==> src/rtl/mif_irq_map.vh <==
/*
 * register map, field positions, vectors and watchdog timing constants for
 * the interrupt flag and watchdog block.
 * assumes: included by bare name from rtl/ files; definitions only.
 */
`ifndef MIF_IRQ_MAP_VH
`define MIF_IRQ_MAP_VH

// ****************************************
// register byte addresses
// ****************************************
`define MIF_ADDR_W 5
`define MIF_ADDR_FLAG 5'h00
`define MIF_ADDR_ENABLE 5'h04
`define MIF_ADDR_POWER 5'h08
`define MIF_ADDR_PRESC 5'h0C
`define MIF_ADDR_WAKE 5'h10
`define MIF_ADDR_EXT 5'h14
`define MIF_ADDR_STATUS 5'h18

// ****************************************
// field positions
// ****************************************
`define MIF_BIT_T0 0
`define MIF_BIT_PB 1
`define MIF_BIT_EXT 2
`define MIF_BIT_T1 3
`define MIF_BIT_WDT 6
`define MIF_BIT_LVD 7
`define MIF_FLAG_MASK 8'hCF
`define MIF_BIT_RUN 7
`define MIF_BIT_ASSIGN 3
`define MIF_BIT_EDGE 1
`define MIF_BIT_EXTSEL 0
`define MIF_BIT_TOS 4
`define MIF_BIT_GIE 0

// ****************************************
// reset values
// ****************************************
`define MIF_RST_BYTE 8'h00
`define MIF_RST_WORD 32'h0000_0000
`define MIF_RST_TOS 1'b1
`define MIF_RST_RUN 1'b1

// ****************************************
// vectors and watchdog timing
// ****************************************
`define MIF_PC_W 10
`define MIF_VEC_TRAP 10'h001
`define MIF_VEC_HW 10'h008
`define MIF_WDT_T0_100US 35
`define MIF_WDT_T1_100US 150
`define MIF_WDT_T2_100US 600
`define MIF_WDT_T3_100US 2500
`define MIF_TIME_DIV 10000
`define MIF_PB_PINS 6

`endif

==> src/rtl/mif_irq_wdt.v <==
/*
 * interrupt flag/enable logic, vectoring and watchdog for a small core.
 * registers sit behind an avalon-mm slave with waitrequest.
 * assumes: core strobes and timer wrap pulses are synchronous to i_clk;
 * pins, detector and watchdog oscillator are asynchronous.
 */
// Decided for this implementation: the Avalon-MM interface to the registers and the placing of the registers.
`timescale 1ns/1ps
`default_nettype none
`include "mif_irq_map.vh"

module mif_irq_wdt #(
	parameter P_WDT_OSC_HZ = 32000,
	parameter P_WDT_CNT_W = 20,
	parameter P_WDT_TICKS_0 = `MIF_WDT_T0_100US * P_WDT_OSC_HZ / `MIF_TIME_DIV,
	parameter P_WDT_TICKS_1 = `MIF_WDT_T1_100US * P_WDT_OSC_HZ / `MIF_TIME_DIV,
	parameter P_WDT_TICKS_2 = `MIF_WDT_T2_100US * P_WDT_OSC_HZ / `MIF_TIME_DIV,
	parameter P_WDT_TICKS_3 = `MIF_WDT_T3_100US * P_WDT_OSC_HZ / `MIF_TIME_DIV
) (
	input wire i_clk,
	input wire i_reset_n,
	// avalon-mm slave
	input wire [`MIF_ADDR_W-1:0] i_avs_address,
	input wire i_avs_read,
	input wire i_avs_write,
	input wire [31:0] i_avs_writedata,
	input wire [3:0] i_avs_byteenable,
	output wire [31:0] o_avs_readdata,
	output wire o_avs_waitrequest,
	// core instruction strobes
	input wire i_instr_boundary,
	input wire i_trap_instr,
	input wire i_return_from_isr_instr,
	input wire i_global_enable_instr,
	input wire i_global_disable_instr,
	input wire i_clear_watchdog_instr,
	output wire o_vector_valid,
	output wire [`MIF_PC_W-1:0] o_vector_addr,
	output wire o_global_irq_enable,
	output wire o_watchdog_reset,
	// event sources
	input wire i_timer_zero_wrap,
	input wire i_timer_one_wrap,
	input wire [`MIF_PB_PINS-1:0] i_port_b_pins,
	input wire [`MIF_PB_PINS-1:0] i_port_b_is_input,
	input wire i_low_voltage_detector,
	input wire i_wdt_osc,
	// configuration words
	input wire i_cfg_wdt_enable,
	input wire i_cfg_wdt_irq_mode,
	input wire [1:0] i_cfg_wdt_period
);

// ****************************************
// state
// ****************************************
reg [7:0] flag_q;
reg [7:0] flag_d;
reg [7:0] enable_q;
reg watchdog_run_enable_q;
reg prescaler_assign_select_q;
reg [2:0] prescaler_ratio_field_q;
reg [`MIF_PB_PINS-1:0] wake_select_q;
reg ext_irq_pin_select_q;
reg ext_irq_edge_select_q;
reg timeout_status_flag_q;
reg global_irq_enable_q;
reg global_irq_enable_d;
reg vector_valid_q;
reg [`MIF_PC_W-1:0] vector_addr_q;
reg watchdog_reset_q;
reg wait_q;
reg [31:0] readdata_q;
reg [31:0] readdata_d;
reg [P_WDT_CNT_W-1:0] wdt_cnt_q;
reg [7:0] presc_cnt_q;
reg [P_WDT_CNT_W-1:0] wdt_limit;

// ****************************************
// synchronised inputs
// ****************************************
wire [`MIF_PB_PINS-1:0] pb_rise;
wire [`MIF_PB_PINS-1:0] pb_fall;
wire lvd_fall;
wire osc_rise;

// pins, detector and oscillator cross into i_clk once each
mif_sync_edge #(
	.W(`MIF_PB_PINS)
) u_sync_pb (
	.i_clk(i_clk),
	.i_reset_n(i_reset_n),
	.i_async(i_port_b_pins),
	.o_level(),
	.o_rise(pb_rise),
	.o_fall(pb_fall)
);

mif_sync_edge #(
	.W(1)
) u_sync_lvd (
	.i_clk(i_clk),
	.i_reset_n(i_reset_n),
	.i_async(i_low_voltage_detector),
	.o_level(),
	.o_rise(),
	.o_fall(lvd_fall)
);

mif_sync_edge #(
	.W(1)
) u_sync_osc (
	.i_clk(i_clk),
	.i_reset_n(i_reset_n),
	.i_async(i_wdt_osc),
	.o_level(),
	.o_rise(osc_rise),
	.o_fall()
);

// ****************************************
// bus decode
// ****************************************
// a write lands only on the edge where waitrequest is seen low
wire wr_strobe = i_avs_write & ~wait_q & i_avs_byteenable[0];
wire [7:0] wdata = i_avs_writedata[7:0];
wire wr_flag = wr_strobe & (i_avs_address == `MIF_ADDR_FLAG);
wire wr_enable = wr_strobe & (i_avs_address == `MIF_ADDR_ENABLE);
wire wr_power = wr_strobe & (i_avs_address == `MIF_ADDR_POWER);
wire wr_presc = wr_strobe & (i_avs_address == `MIF_ADDR_PRESC);
wire wr_wake = wr_strobe & (i_avs_address == `MIF_ADDR_WAKE);
wire wr_ext = wr_strobe & (i_avs_address == `MIF_ADDR_EXT);

// ****************************************
// event detection
// ****************************************
// pin 0 change is masked while pin 0 serves the external interrupt
wire [`MIF_PB_PINS-1:0] pb_watch = wake_select_q & i_port_b_is_input &
	~{{(`MIF_PB_PINS-1){1'b0}}, ext_irq_pin_select_q};
wire pb_change = |((pb_rise | pb_fall) & pb_watch);
wire ext_edge = ext_irq_pin_select_q &
	(ext_irq_edge_select_q ? pb_rise[0] : pb_fall[0]);

// ****************************************
// watchdog counting
// ****************************************
wire wdt_active = i_cfg_wdt_enable & watchdog_run_enable_q;
wire wdt_tick = osc_rise & wdt_active;
// with the prescaler assigned, interrupt mode shifts the ratio up one step
wire [3:0] presc_shift = prescaler_assign_select_q ?
	({1'b0, prescaler_ratio_field_q} + {3'b000, i_cfg_wdt_irq_mode}) : 4'h0;
wire [8:0] presc_ratio = 9'h001 << presc_shift;
wire [8:0] presc_last = presc_ratio - 9'h001;
wire presc_done = wdt_tick & ({1'b0, presc_cnt_q} == presc_last);
wire clear_wdt = i_clear_watchdog_instr;
// clear wins; >= stops a shortened period from running the count past its end
wire wdt_timeout = presc_done & ~clear_wdt &
	(wdt_cnt_q >= (wdt_limit - {{(P_WDT_CNT_W-1){1'b0}}, 1'b1}));

// base period picked by two configuration bits
always @* begin
	case (i_cfg_wdt_period)
	2'b00: begin
		wdt_limit = P_WDT_TICKS_0[P_WDT_CNT_W-1:0];
	end
	2'b01: begin
		wdt_limit = P_WDT_TICKS_1[P_WDT_CNT_W-1:0];
	end
	2'b10: begin
		wdt_limit = P_WDT_TICKS_2[P_WDT_CNT_W-1:0];
	end
	default: begin
		wdt_limit = P_WDT_TICKS_3[P_WDT_CNT_W-1:0];
	end
	endcase
end

// prescaler and counter; stopping holds the count
always @(posedge i_clk or negedge i_reset_n) begin
	if (!i_reset_n) begin
		presc_cnt_q <= 8'h00;
		wdt_cnt_q <= {P_WDT_CNT_W{1'b0}};
	end else if (clear_wdt) begin
		if (prescaler_assign_select_q) begin
			presc_cnt_q <= 8'h00;
		end
		wdt_cnt_q <= {P_WDT_CNT_W{1'b0}};
	end else if (wdt_tick) begin
		if (presc_done) begin
			presc_cnt_q <= 8'h00;
			if (wdt_timeout) begin
				wdt_cnt_q <= {P_WDT_CNT_W{1'b0}};
			end else begin
				wdt_cnt_q <= wdt_cnt_q + {{(P_WDT_CNT_W-1){1'b0}}, 1'b1};
			end
		end else begin
			presc_cnt_q <= presc_cnt_q + 8'h01;
		end
	end
end

// timeout action and status flag
always @(posedge i_clk or negedge i_reset_n) begin
	if (!i_reset_n) begin
		timeout_status_flag_q <= `MIF_RST_TOS;
		watchdog_reset_q <= 1'b0;
	end else begin
		watchdog_reset_q <= wdt_timeout & ~i_cfg_wdt_irq_mode;
		if (wdt_timeout) begin
			timeout_status_flag_q <= 1'b0;
		end else if (clear_wdt) begin
			timeout_status_flag_q <= 1'b1;
		end
	end
end

// ****************************************
// interrupt flags
// ****************************************
reg [7:0] flag_set;

always @* begin
	flag_set = `MIF_RST_BYTE;
	flag_set[`MIF_BIT_T0] = i_timer_zero_wrap;
	flag_set[`MIF_BIT_T1] = i_timer_one_wrap;
	flag_set[`MIF_BIT_WDT] = wdt_timeout & i_cfg_wdt_irq_mode;
	flag_set[`MIF_BIT_PB] = pb_change;
	flag_set[`MIF_BIT_EXT] = ext_edge;
	flag_set[`MIF_BIT_LVD] = lvd_fall;
	// writing 0 clears; a same-cycle event still sets
	flag_d = flag_q;
	if (wr_flag) begin
		flag_d = flag_q & wdata;
	end
	flag_d = (flag_d | flag_set) & `MIF_FLAG_MASK;
end

// ****************************************
// control registers
// ****************************************
always @(posedge i_clk or negedge i_reset_n) begin
	if (!i_reset_n) begin
		flag_q <= `MIF_RST_BYTE;
		enable_q <= `MIF_RST_BYTE;
		watchdog_run_enable_q <= `MIF_RST_RUN;
		prescaler_assign_select_q <= 1'b0;
		prescaler_ratio_field_q <= 3'b000;
		wake_select_q <= {`MIF_PB_PINS{1'b0}};
		ext_irq_pin_select_q <= 1'b0;
		ext_irq_edge_select_q <= 1'b0;
	end else begin
		flag_q <= flag_d;
		if (wr_enable) begin
			enable_q <= wdata & `MIF_FLAG_MASK;
		end
		if (wr_power) begin
			watchdog_run_enable_q <= wdata[`MIF_BIT_RUN];
		end
		if (wr_presc) begin
			prescaler_assign_select_q <= wdata[`MIF_BIT_ASSIGN];
			prescaler_ratio_field_q <= wdata[2:0];
		end
		if (wr_wake) begin
			wake_select_q <= wdata[`MIF_PB_PINS-1:0];
		end
		if (wr_ext) begin
			ext_irq_pin_select_q <= wdata[`MIF_BIT_EXTSEL];
			ext_irq_edge_select_q <= wdata[`MIF_BIT_EDGE];
		end
	end
end

// ****************************************
// vectoring and global enable
// ****************************************
wire pending = |(flag_q & enable_q);
wire take_trap = i_instr_boundary & i_trap_instr;
// hardware requests only count at a boundary and lose to the trap
wire take_hw = i_instr_boundary & ~i_trap_instr & global_irq_enable_q & pending;

always @* begin
	global_irq_enable_d = global_irq_enable_q;
	if (take_trap | take_hw) begin
		global_irq_enable_d = 1'b0;
	end else if (i_return_from_isr_instr) begin
		global_irq_enable_d = 1'b1;
	end else if (i_global_enable_instr) begin
		global_irq_enable_d = 1'b1;
	end else if (i_global_disable_instr) begin
		global_irq_enable_d = 1'b0;
	end
end

// one vector pulse; flags are left for the routine to poll
always @(posedge i_clk or negedge i_reset_n) begin
	if (!i_reset_n) begin
		global_irq_enable_q <= 1'b0;
		vector_valid_q <= 1'b0;
		vector_addr_q <= {`MIF_PC_W{1'b0}};
	end else begin
		global_irq_enable_q <= global_irq_enable_d;
		vector_valid_q <= take_trap | take_hw;
		if (take_trap) begin
			vector_addr_q <= `MIF_VEC_TRAP;
		end else if (take_hw) begin
			vector_addr_q <= `MIF_VEC_HW;
		end
	end
end

// ****************************************
// avalon read path
// ****************************************
always @* begin
	readdata_d = `MIF_RST_WORD;
	case (i_avs_address)
	`MIF_ADDR_FLAG: begin
		readdata_d[7:0] = flag_q & enable_q;
	end
	`MIF_ADDR_ENABLE: begin
		readdata_d[7:0] = enable_q;
	end
	`MIF_ADDR_POWER: begin
		readdata_d[`MIF_BIT_RUN] = watchdog_run_enable_q;
	end
	`MIF_ADDR_PRESC: begin
		readdata_d[`MIF_BIT_ASSIGN] = prescaler_assign_select_q;
		readdata_d[2:0] = prescaler_ratio_field_q;
	end
	`MIF_ADDR_WAKE: begin
		readdata_d[`MIF_PB_PINS-1:0] = wake_select_q;
	end
	`MIF_ADDR_EXT: begin
		readdata_d[`MIF_BIT_EXTSEL] = ext_irq_pin_select_q;
		readdata_d[`MIF_BIT_EDGE] = ext_irq_edge_select_q;
	end
	`MIF_ADDR_STATUS: begin
		readdata_d[`MIF_BIT_TOS] = timeout_status_flag_q;
		readdata_d[`MIF_BIT_GIE] = global_irq_enable_q;
	end
	default: begin
		readdata_d = `MIF_RST_WORD;
	end
	endcase
end

// fixed one-cycle wait: costs a cycle, keeps outputs registered
always @(posedge i_clk or negedge i_reset_n) begin
	if (!i_reset_n) begin
		wait_q <= 1'b1;
		readdata_q <= `MIF_RST_WORD;
	end else if (wait_q) begin
		if (i_avs_read | i_avs_write) begin
			wait_q <= 1'b0;
		end
		if (i_avs_read) begin
			readdata_q <= readdata_d;
		end
	end else begin
		wait_q <= 1'b1;
	end
end

// ****************************************
// outputs
// ****************************************
assign o_avs_readdata = readdata_q;
assign o_avs_waitrequest = wait_q;
assign o_vector_valid = vector_valid_q;
assign o_vector_addr = vector_addr_q;
assign o_global_irq_enable = global_irq_enable_q;
assign o_watchdog_reset = watchdog_reset_q;

endmodule

`default_nettype wire

==> src/rtl/mif_sync_edge.v <==
/*
 * two-flop synchroniser with edge detection for a group of slow inputs.
 * assumes: inputs may be asynchronous to i_clk; edges slower than the clock.
 */
`timescale 1ns/1ps
`default_nettype none

module mif_sync_edge #(
	parameter W = 1
) (
	input wire i_clk,
	input wire i_reset_n,
	input wire [W-1:0] i_async,
	output wire [W-1:0] o_level,
	output wire [W-1:0] o_rise,
	output wire [W-1:0] o_fall
);

reg [W-1:0] meta_q;
reg [W-1:0] sync_q;
reg [W-1:0] last_q;

// meta_q feeds sync_q only, never any logic
always @(posedge i_clk or negedge i_reset_n) begin
	if (!i_reset_n) begin
		meta_q <= {W{1'b0}};
		sync_q <= {W{1'b0}};
		last_q <= {W{1'b0}};
	end else begin
		meta_q <= i_async;
		sync_q <= meta_q;
		last_q <= sync_q;
	end
end

// one pulse per edge, from settled stages only
assign o_level = sync_q;
assign o_rise = sync_q & ~last_q;
assign o_fall = ~sync_q & last_q;

endmodule

`default_nettype wire

==> config.mk <==
export PLATFORM = sky130hd
export DESIGN_NAME = mif_irq_wdt
export DESIGN_NICKNAME = d
export VERILOG_FILES = /design/src/rtl/mif_irq_wdt.v /design/src/rtl/mif_sync_edge.v
export VERILOG_INCLUDE_DIRS = /design/src /design/src/rtl
export SDC_FILE = /design/constraint.sdc
export NUM_CORES = 1
export LEC_CHECK = 0
export BUFFER_PORTS_ARGS = -buffer_cell sky130_fd_sc_hd__buf_2
export CAP_MARGIN = 20
export CELL_PAD_IN_SITES_DETAIL_PLACEMENT = 1
export CELL_PAD_IN_SITES_GLOBAL_PLACEMENT = 2
export CORE_AREA = 5 5 129 131
export CTS_CLUSTER_DIAMETER = 40
export DETAILED_ROUTE_END_ITERATION = 6
export DIE_AREA = 0 0 134 136
export PLACE_DENSITY_LB_ADDON = 0.1
export SYNTH_ARGS = -nofsm -noshare
export SYNTH_HDL_FRONTEND = slang
export SYNTH_SLANG_ARGS = --single-unit
==> constraint.sdc <==
create_clock -name i_clk -period 4 [get_ports i_clk]
set_input_delay 0.6 -clock i_clk [delete_from_list [all_inputs] [get_ports i_clk]]
set_output_delay 0.6 -clock i_clk [all_outputs]
set_load 0.01 [all_outputs]
* Yosys cells after proc, flatten, opt, wreduce, memory -nomap -nowiden
Index checks and enable logic that the tools add are counted.
Cells by class: add/subtract/negate cells 5, $mul 0, div/mod/pow operators 0, magnitude comparators 1, eq/ne operators 10, shifts and indexed selects 1, muxes and demuxes 29, bitwise logic cells 42, reduce and logical (&&, ||, !) cells 12
Operators by type and width (number):
- two-way mux 20 bit | 4
- two-way mux 8 bit | 5
- one-hot mux 13 bit (3 select lines) | 1
- bitwise AND 6 bit | 5
- bitwise AND 1 bit | 22
- adder 20 x 1 -> 20 bit (second input constant) | 1
- greater-or-equal comparator 20 bit | 1
- two-way mux 10 bit | 2
- subtractor 20 x 1 -> 20 bit (second input constant) | 1
- bitwise AND 8 bit | 2
- == test 5 bit (second input constant) | 3
- inverter 6 bit | 2
- == test 5 x 4 -> 1 bit (second input constant) | 2
- == test 8 x 9 -> 1 bit | 1
- two-way mux 1 bit | 9
- left shift 1 x 4 -> 9 bit (first input constant) | 1
- subtractor 9 x 1 -> 9 bit (second input constant) | 1
- adder 8 x 1 -> 8 bit (second input constant) | 1
- OR 8 bit | 1
- one-hot mux 2 bit (4 select lines) | 1
- nonzero test 2 bit | 4
- OR reduction 8 bit | 1
- inverter 1 bit | 6
- inverter 1 -> 6 bit | 1
- other kinds (17) | 22
Storage, ports and cells: register bits after elaboration 100, bits in latches 0, bits in writable memories 0, memory bits (read-only) 0, output and inout bits 46, word-level logic and storage cells 126, memories kept 0

* Logic depth before layout (Yosys ltp)
Gate-level depths: netlist (run 1).
depth in word-level cells 12, mapped depth 15, mapped depth without buffers 13

* Cells and area by module
From an unflattened synthesis (run 1), not the netlist that was laid out.
Second synthesis, totals: cell total of the unflattened synthesis 518, area, all modules 5175.0 um2
By module, submodules not included:
- mif_irq_wdt | times used 1, cells each 478, area an instance 4439.3 um2
- mif_sync_edge at u_sync_pb | times used 1, cells each 30, area an instance 555.5 um2
- mif_sync_edge at u_sync_lvd ... | times used 2, cells each 5, area an instance 90.1 um2

* Worst setup path before layout (run 1)
No wires, ideal clock.
kind in2reg, start point input port i_cfg_wdt_irq_mode, end point register wdt_cnt_q[13], setup time 0.078 ns, data arrival time 3.592 ns, data required time 3.922 ns, path slack 0.330 ns, stages 13, path buffers 1, path through ha_1 -> ha_1 -> o21ai_0 -> nand2b_1 -> ha_1 -> nor3b_1 -> a21oi_1 -> or3_1 -> a21o_1 -> a211o_1 -> buf_6 -> or4_1 -> a21oi_1
On the way: longest elaborated chain between the ends 12, elaborated cells between the ends (all ways) 14
RTL lines:
- start, declared | RTL line mif_irq_wdt.v:50 | input wire i_cfg_wdt_irq_mode,
- adder 3 x 1 -> 4 bit * | RTL line mif_irq_wdt.v:151 | ({1'b0, prescaler_ratio_field_q} + {3'b000, i_cfg_wdt_irq_mode}) : 4'h0;
- two-way mux 4 bit * | RTL line mif_irq_wdt.v:150 | wire [3:0] presc_shift = prescaler_assign_select_q ?
- left shift 1 x 4 -> 9 bit * | RTL line mif_irq_wdt.v:152 | wire [8:0] presc_ratio = 9'h001 << presc_shift;
- subtractor 9 x 1 -> 9 bit * | RTL line mif_irq_wdt.v:153 | wire [8:0] presc_last = presc_ratio - 9'h001;
- == test 8 x 9 -> 1 bit * | RTL line mif_irq_wdt.v:154 | wire presc_done = wdt_tick & ({1'b0, presc_cnt_q} == presc_last);
- bitwise AND 1 bit * | RTL line mif_irq_wdt.v:154
- bitwise AND 1 bit (2 in a row) | RTL line mif_irq_wdt.v:157 | wire wdt_timeout = presc_done & ~clear_wdt &
- two-way mux 20 bit | RTL line mif_irq_wdt.v:191 | if (wdt_timeout) begin
- two-way mux 20 bit | RTL line mif_irq_wdt.v:189 | if (presc_done) begin
- two-way mux 20 bit | RTL line mif_irq_wdt.v:188 | end else if (wdt_tick) begin
- two-way mux 20 bit | RTL line mif_irq_wdt.v:183 | end else if (clear_wdt) begin
- end signal, assigned | RTL line mif_irq_wdt.v:182 | wdt_cnt_q <= {P_WDT_CNT_W{1'b0}};
- end signal, assigned | RTL line mif_irq_wdt.v:187 | wdt_cnt_q <= {P_WDT_CNT_W{1'b0}};
- end signal, assigned | RTL line mif_irq_wdt.v:192 | wdt_cnt_q <= {P_WDT_CNT_W{1'b0}};
- end, declared | RTL line mif_irq_wdt.v:75 | reg [P_WDT_CNT_W-1:0] wdt_cnt_q;
Every way passes the cells marked *; elsewhere a longest branch is shown, timed or not. The select of a mux whose other input is x is not followed. A chain may end at the register's enable or synchronous reset.

* Final worst setup path (run 1)
start point register prescaler_ratio_field_q[0], end point register wdt_cnt_q[13]
On the way: longest elaborated chain between the ends 12, elaborated cells between the ends (all ways) 14
RTL lines:
- start, declared | RTL line mif_irq_wdt.v:62 | reg [2:0] prescaler_ratio_field_q;
- start signal, assigned | RTL line mif_irq_wdt.v:261 | prescaler_ratio_field_q <= wdata[2:0];
- adder 3 x 1 -> 4 bit * | RTL line mif_irq_wdt.v:151
- two-way mux 4 bit * | RTL line mif_irq_wdt.v:150
- left shift 1 x 4 -> 9 bit * | RTL line mif_irq_wdt.v:152
- subtractor 9 x 1 -> 9 bit * | RTL line mif_irq_wdt.v:153
- == test 8 x 9 -> 1 bit * | RTL line mif_irq_wdt.v:154
- bitwise AND 1 bit * | RTL line mif_irq_wdt.v:154
- bitwise AND 1 bit (2 in a row) | RTL line mif_irq_wdt.v:157
- two-way mux 20 bit | RTL line mif_irq_wdt.v:191
- two-way mux 20 bit | RTL line mif_irq_wdt.v:189
- two-way mux 20 bit | RTL line mif_irq_wdt.v:188
- two-way mux 20 bit | RTL line mif_irq_wdt.v:183
Marks and branches as above.

==> metrics.txt, run 1 <==
status complete, no violations; post-CTS resize count 0; post-synth top area share 45.2%; ANT nets after route 0; post-detail-place hpwl 10.1 mm; Netlist Area Pre-Place 4930 µm²; Max-cap violations 0; Die Span Y 136 µm; Peak VDD IR 0.221 mV; Filler cells 1812; vias in the first global route 4149; IO Pins 117; crit share post-route 91.3%; Peak Freq 274 MHz; ys async rst share 100%; Synth Flop Type dfrtp_1; initial antenna violation count 0; type of the tightest min-delay check in -> async; fin cells 763; Sequential Power Share 46.7%; Net Sw Frac 28.1%; EDFF count, synth 0; Crit Path Max Fanout 11; Placer Congestion 0.776; P per Cell Area 387 nW/µm²; Core Rows 46; Final Slew Violations 0; switching power 0.619 mW; H-tree depth 3; DP Area 5380 µm²; most frequent cell after synthesis dfrtp_1; Clock Skew 0.00672 ns; hold-fix buffers at CTS 0; final setup vio count 0; Residual DRC 0; Pint 1.59 mW; layout cells sized above 1 21.2%; DP Worst Slack -0.0138 ns; dpl cells 747; Setup CP Type reg -> reg; largest area contributor in the netlist dfrtp_1; Clock Latency Late Sink 0.35 ns; Synth cell types 57; Post-Synthesis Cells 498; Via density 5.07; Hold Violations, Final 0; Worst-path clk slew 0.08 ns; Post-synth top cells dfrtp_1, nand2_1, o21ai_0, buf_4, nor2_1; syn avg cell area 9.90 µm²; P_leak 2.61 nW; synth top area cells dfrtp_1, ha_1, buf_4; post-synthesis sequential area ratio 46.8%; first-pass GRT wire length 22.0 mm; crit path DAT 3.92 ns; maximum clock insertion buffer count 2; Comb power frac 10.7%; fin area 5700 µm²; Yosys reg bits 92; synth warn 0; clock share of power 42.6%; Core ar. 15500 µm²; TritonCTS clock tree yes; Total Routed Length 13.2 mm; DR pass1 iterations 4; setup ws final 0.347 ns; global-route usage over all layers 15.1%; RSZ-0062 raised after global routing no; critical path capture point type flip-flop; Num CTS Buffers 9; routed via count 3869; post-DR wirelength/cell 17.3 µm; Final Critical Period 3.65 ns; gr ovfl total 0; area delta synth->final 15.7%; Starting Density 31.8%; ant diodes 0; Clock Tree Root clkbuf_16; worst rel slew slack 36.4%; # clock sinks 92; slew at the pin closest to its max-slew limit 0.951 ns; largest net degree at the start of global routing 39; Post-CTS Setup Inserts 0; DR iter-0 viols 105; CP required 4.27 ns; Die ar. 18200 µm²; crit path launch type flip-flop; reg2reg setup slack 0.35 ns; die width 134 µm; I/O Buffers 57; Nets 660
==> cells by family after synthesis <==
family                     share of synthesized area, %
other                                             0.152
buffers and inverters                              7.59
muxes                                              5.03
xor gates and xnor gates                           2.13
adders and majority gates                          5.84
and+or+nand+nor                                    16.9
DFF                                                46.8
AOI/OAI and AO/OA                                  15.6
==> power by group through the flow <==
| stage | combinational [mW] | sequential, mW | clock [mW] |
|---|---|---|---|
| after floorplan | 0.159 | 1.04 | 0 |
| after global placement | 0.231 | 1.05 | 0 |
| after detailed placement | 0.239 | 1.05 | 0 |
| after CTS | 0.240 | 1.03 | 0.973 |
| after global routing | 0.268 | 1.04 | 1.01 |
| final | 0.235 | 1.03 | 0.940 |
==> cell usage in the layout (no fill, tap or decap), types with 5 or more instances in the layout <==
| master | instances |
|---|---|
| dfrtp_1 | 89 |
| buf_2 | 56 |
| nand2_1 | 50 |
| o21ai_0 | 38 |
| conb_1 | 33 |
| nor2_1 | 32 |
| a21oi_1 | 30 |
| ha_1 | 23 |
| mux2_2 | 22 |
| buf_4 | 17 |
| inv_1 | 16 |
| nand3_1 | 14 |
| nor3_1 | 11 |
| and3_1 | 11 |
| a31oi_1 | 9 |
| nand4b_1 | 9 |
| clkbuf_16 | 9 |
| xor2_1 | 8 |
| o211ai_1 | 7 |
| nand2b_1 | 6 |
| nand4_1 | 5 |
==> state kept, by name, indices dropped and copies added (netlist names), 2 cells and up <==
| name | count |
|---|---|
| wdt_cnt_q | 20 |
| o_avs_readdata | 8 |
| presc_cnt_q | 8 |
| enable_q | 6 |
| flag_q | 6 |
| u_sync_pb.last_q | 6 |
| u_sync_pb.meta_q | 6 |
| u_sync_pb.o_level | 6 |
| wake_select_q | 6 |
| prescaler_ratio_field_q | 3 |
| o_vector_addr | 2 |
==> worst max-delay path, stage by stage (launching register included) <==
cell      delay [ns]
dfrtp_1         0.42
ha_1            0.26
ha_1            0.36
o21ai_0         0.25
nand2b_1        0.09
ha_1            0.25
nor3b_1         0.23
a21oi_1         0.06
or3_1           0.33
a21o_1          0.22
a211o_1         0.44
or4_1           0.51
a21oi_1         0.16
==> per-layer routing <==
layer,GRT usage (%),routed length [µm],vias to the layer above
met5,0,0,-
met4,4.63,174,0
met3,2.04,330,13
met2,24.6,6160,57
met1,20.9,6550,1929
li1,-,-,1870
==> stage by stage <==
| step | util [%] | TNS [ns] | hold slack, ns | total power, mW |
|---|---|---|---|---|
| finish | 36.8 | 0 | 0.207 | 2.21 |
| global route | 36.8 | 0 | 0.237 | 2.32 |
| CTS | 36.8 | 0 | 0.225 | 2.25 |
| detailed placement | 34.8 | -0.0138 | 0.337 | 1.29 |
| global placement | 34.8 | 0 | 0.332 | 1.28 |
| floorplan | - | 0 | 0.304 | 1.19 |
==> area by class of cell <==
type / instances / area (µm²) / share of cell area (%)
multi-input combinational: 374 / 2370 / 41.5
sequential: 92 / 2310 / 40.4
timing repair buffer: 73 / 408 / 7.15
tap: 192 / 240 / 4.21
clock buffer: 9 / 225 / 3.95
clock inverter: 7 / 97.6 / 1.71
inverter: 16 / 60.1 / 1.05
==> final timing paths <==
check                                      startpoint              endpoint  cells after the start
max                        prescaler_ratio_field_q[0]         wdt_cnt_q[13]                     12
min                                         i_reset_n   u_sync_pb.last_q[1]                      1
max reg2reg                prescaler_ratio_field_q[0]         wdt_cnt_q[13]                     12
min reg2reg                       u_sync_pb.meta_q[0]  u_sync_pb.o_level[0]                      0
max in group asynchronous                   i_reset_n         wdt_cnt_q[15]                      2
min in group i_clk                   i_port_b_pins[2]   u_sync_pb.meta_q[2]                      1
No activity file was read; power rests on OpenSTA's default activity.
==> inputs of run 2 (changes only) <==
Settings changed: RECOVER_POWER from default to 50.
==> metrics.txt, run 2 (synthesis results as in run 1) <==
Num CTS Buffers 9 (unchanged); Peak Freq 274 MHz (unchanged); Nets 660 (unchanged); commonest non-fill, non-tap cell in the layout dfrtp_1 (unchanged); post-detail-place hpwl 10.1 mm (unchanged); final setup vio count 0 (unchanged); Pint 1.59 mW (about the same); ant diodes 0 (unchanged); first-pass GRT wire length 22.0 mm (unchanged); TritonCTS clock tree yes (unchanged); Peak VDD IR 0.221 mV (unchanged); initial antenna violation count 0 (unchanged); Net Sw Frac 28.1% (about the same); DP Worst Slack -0.0138 ns (unchanged); crit path launch type flip-flop (unchanged); vias in the first global route 4149 (unchanged); CP required 4.27 ns (about the same); ANT nets after route 0 (unchanged); setup ws final 0.347 ns (about the same); global-route usage over all layers 15.1% (unchanged); Clock Latency Late Sink 0.35 ns (about the same); dpl cells 747 (unchanged); most frequent cells in the layout dfrtp_1, buf_2, nand2_1 (unchanged); P per Cell Area 387 nW/µm² (about the same); crit share post-route 91.3% (about the same); die width 134 µm (unchanged); critical path capture point type flip-flop (unchanged); register area 2310 µm² (unchanged); fin cells 763 (unchanged); crit path DAT 3.92 ns (about the same); Placer Congestion 0.776 (unchanged); Residual DRC 0 (unchanged); post-CTS resize count 0 (unchanged); Starting Density 31.8% (unchanged); layout cells sized above 1 20.7% (was 21.2%); Comb power frac 10.6% (was 10.7%); maximum clock insertion buffer count 2 (unchanged); RSZ-0062 raised after global routing no (unchanged); Total Routed Length 13.2 mm (about the same); IO Pins 117 (unchanged); worst rel slew slack -41.4% (was 36.4%); Hold Violations, Final 0 (unchanged); P_leak 2.60 nW (was 2.61 nW); Die Span Y 136 µm (unchanged); Post-CTS Setup Inserts 0 (unchanged); Final Critical Period 3.65 ns (about the same); Sequential Power Share 46.8% (was 46.7%); post-DR wirelength/cell 17.3 µm (about the same); Core ar. 15500 µm² (unchanged); DR iter-0 viols 105 (unchanged); Core Rows 46 (unchanged); multi-input logic area 2370 µm² (unchanged); area delta synth->final 15.5% (was 15.7%); Setup CP Type reg -> reg (unchanged); # clock sinks 92 (unchanged); DR pass1 iterations 4 (unchanged); I/O Buffers 57 (unchanged); hold-fix buffers at CTS 0 (unchanged); gr ovfl total 0 (unchanged); switching power 0.619 mW (about the same); Top reg by flops wdt_cnt_q (unchanged); Final Slew Violations 39 (was 0); Clock Skew 0.00672 ns (about the same); Clock Tree Root clkbuf_16 (unchanged); Largest register FFs 20 (unchanged); status finished, violations left (was complete, no violations); H-tree depth 3 (unchanged); Worst-path clk slew 0.08 ns (about the same); type of the tightest min-delay check in -> reg (was in -> async); largest net degree at the start of global routing 39 (unchanged); failing checks capacitance limit, slew limit; Die ar. 18200 µm² (unchanged); Max-cap violations 1 (was 0); Crit Path Max Fanout 11 (unchanged); Filler cells 1813 (was 1812); slew at the pin closest to its max-slew limit 2.12 ns (was 0.951 ns); Via density 5.07 (unchanged); routed via count 3869 (unchanged); clock share of power 42.6% (about the same)
-- run 2: cell types whose count changed in the layout (fill, tap and decap cells not counted) --
| cell | previous run | this run |
|---|---|---|
| buf_4 | 17 | 14 |
| clkbuf_1 | 0 | 2 |
| clkbuf_2 | 0 | 1 |
| dfstp_1 | 0 | 1 |
| dfstp_2 | 3 | 2 |
-- run 2: power by group through the flow --
| stage | combinational (mW) | clock (mW) | sequential (mW) |
|---|---|---|---|
| after floorplan | 0.159 | 0 | 1.04 |
| final | 0.234 | 0.940 | 1.03 |
| after detailed placement | 0.239 | 0 | 1.05 |
| after global placement | 0.231 | 0 | 1.05 |
| after CTS | 0.240 | 0.973 | 1.03 |
| after global routing | 0.267 | 1.01 | 1.04 |
-- run 2: worst paths after layout --
check	from	end	slack [ns]	cells after the start
min reg2reg	u_sync_pb.meta_q[0]	u_sync_pb.o_level[0]	0.35	0
max in group asynchronous	i_reset_n	enable_q[6]	0.96	2
max reg2reg	prescaler_ratio_field_q[0]	wdt_cnt_q[13]	0.35	12
max	prescaler_ratio_field_q[0]	wdt_cnt_q[13]	0.35	12
min in group asynchronous	i_reset_n	u_sync_pb.last_q[1]	0.85	1
min	i_port_b_pins[2]	u_sync_pb.meta_q[2]	0.35	1
-- run 2: final cells by class --
cell class / count / area share, %
Tap cell: 192 / 4.22
Sequential cell: 92 / 40.5
Multi-Input combinational cell: 374 / 41.6
Clock inverter: 7 / 1.71
Clock buffer: 9 / 3.96
Inverter: 16 / 1.05
Timing Repair Buffer: 73 / 6.99
-- run 2: worst max-delay path: stages, from the launching register on --
cell and delay [ns]:
dfrtp_1 0.42, ha_1 0.26, ha_1 0.36, o21ai_0 0.25, nand2b_1 0.09, ha_1 0.25
nor3b_1 0.23, a21oi_1 0.06, or3_1 0.33, a21o_1 0.22, a211o_1 0.44, or4_1 0.51
a21oi_1 0.16
-- run 2: per-layer routing --
layer | global-route usage, % | up-vias | share of wire [%]
met5 | 0 | - | 0
met4 | 4.63 | 0 | 1.3
met3 | 2.04 | 13 | 2.5
met2 | 24.6 | 57 | 47
met1 | 20.9 | 1929 | 50
li1 | - | 1870 | -
-- run 2: stage by stage --
stage	hold WS, ns	instance area, µm²	power (mW)	util, %	TNS (ns)
6_report	0.346	5690	2.20	36.8	0
5_1_grt	0.326	5690	2.32	36.8	0
4_1_cts	0.225	5700	2.25	36.8	0
3_5_place_dp	0.337	5380	1.29	34.8	-0.0138
3_3_place_gp	0.332	5380	1.28	34.8	0
2_1_floorplan	0.304	5050	1.19	-	0
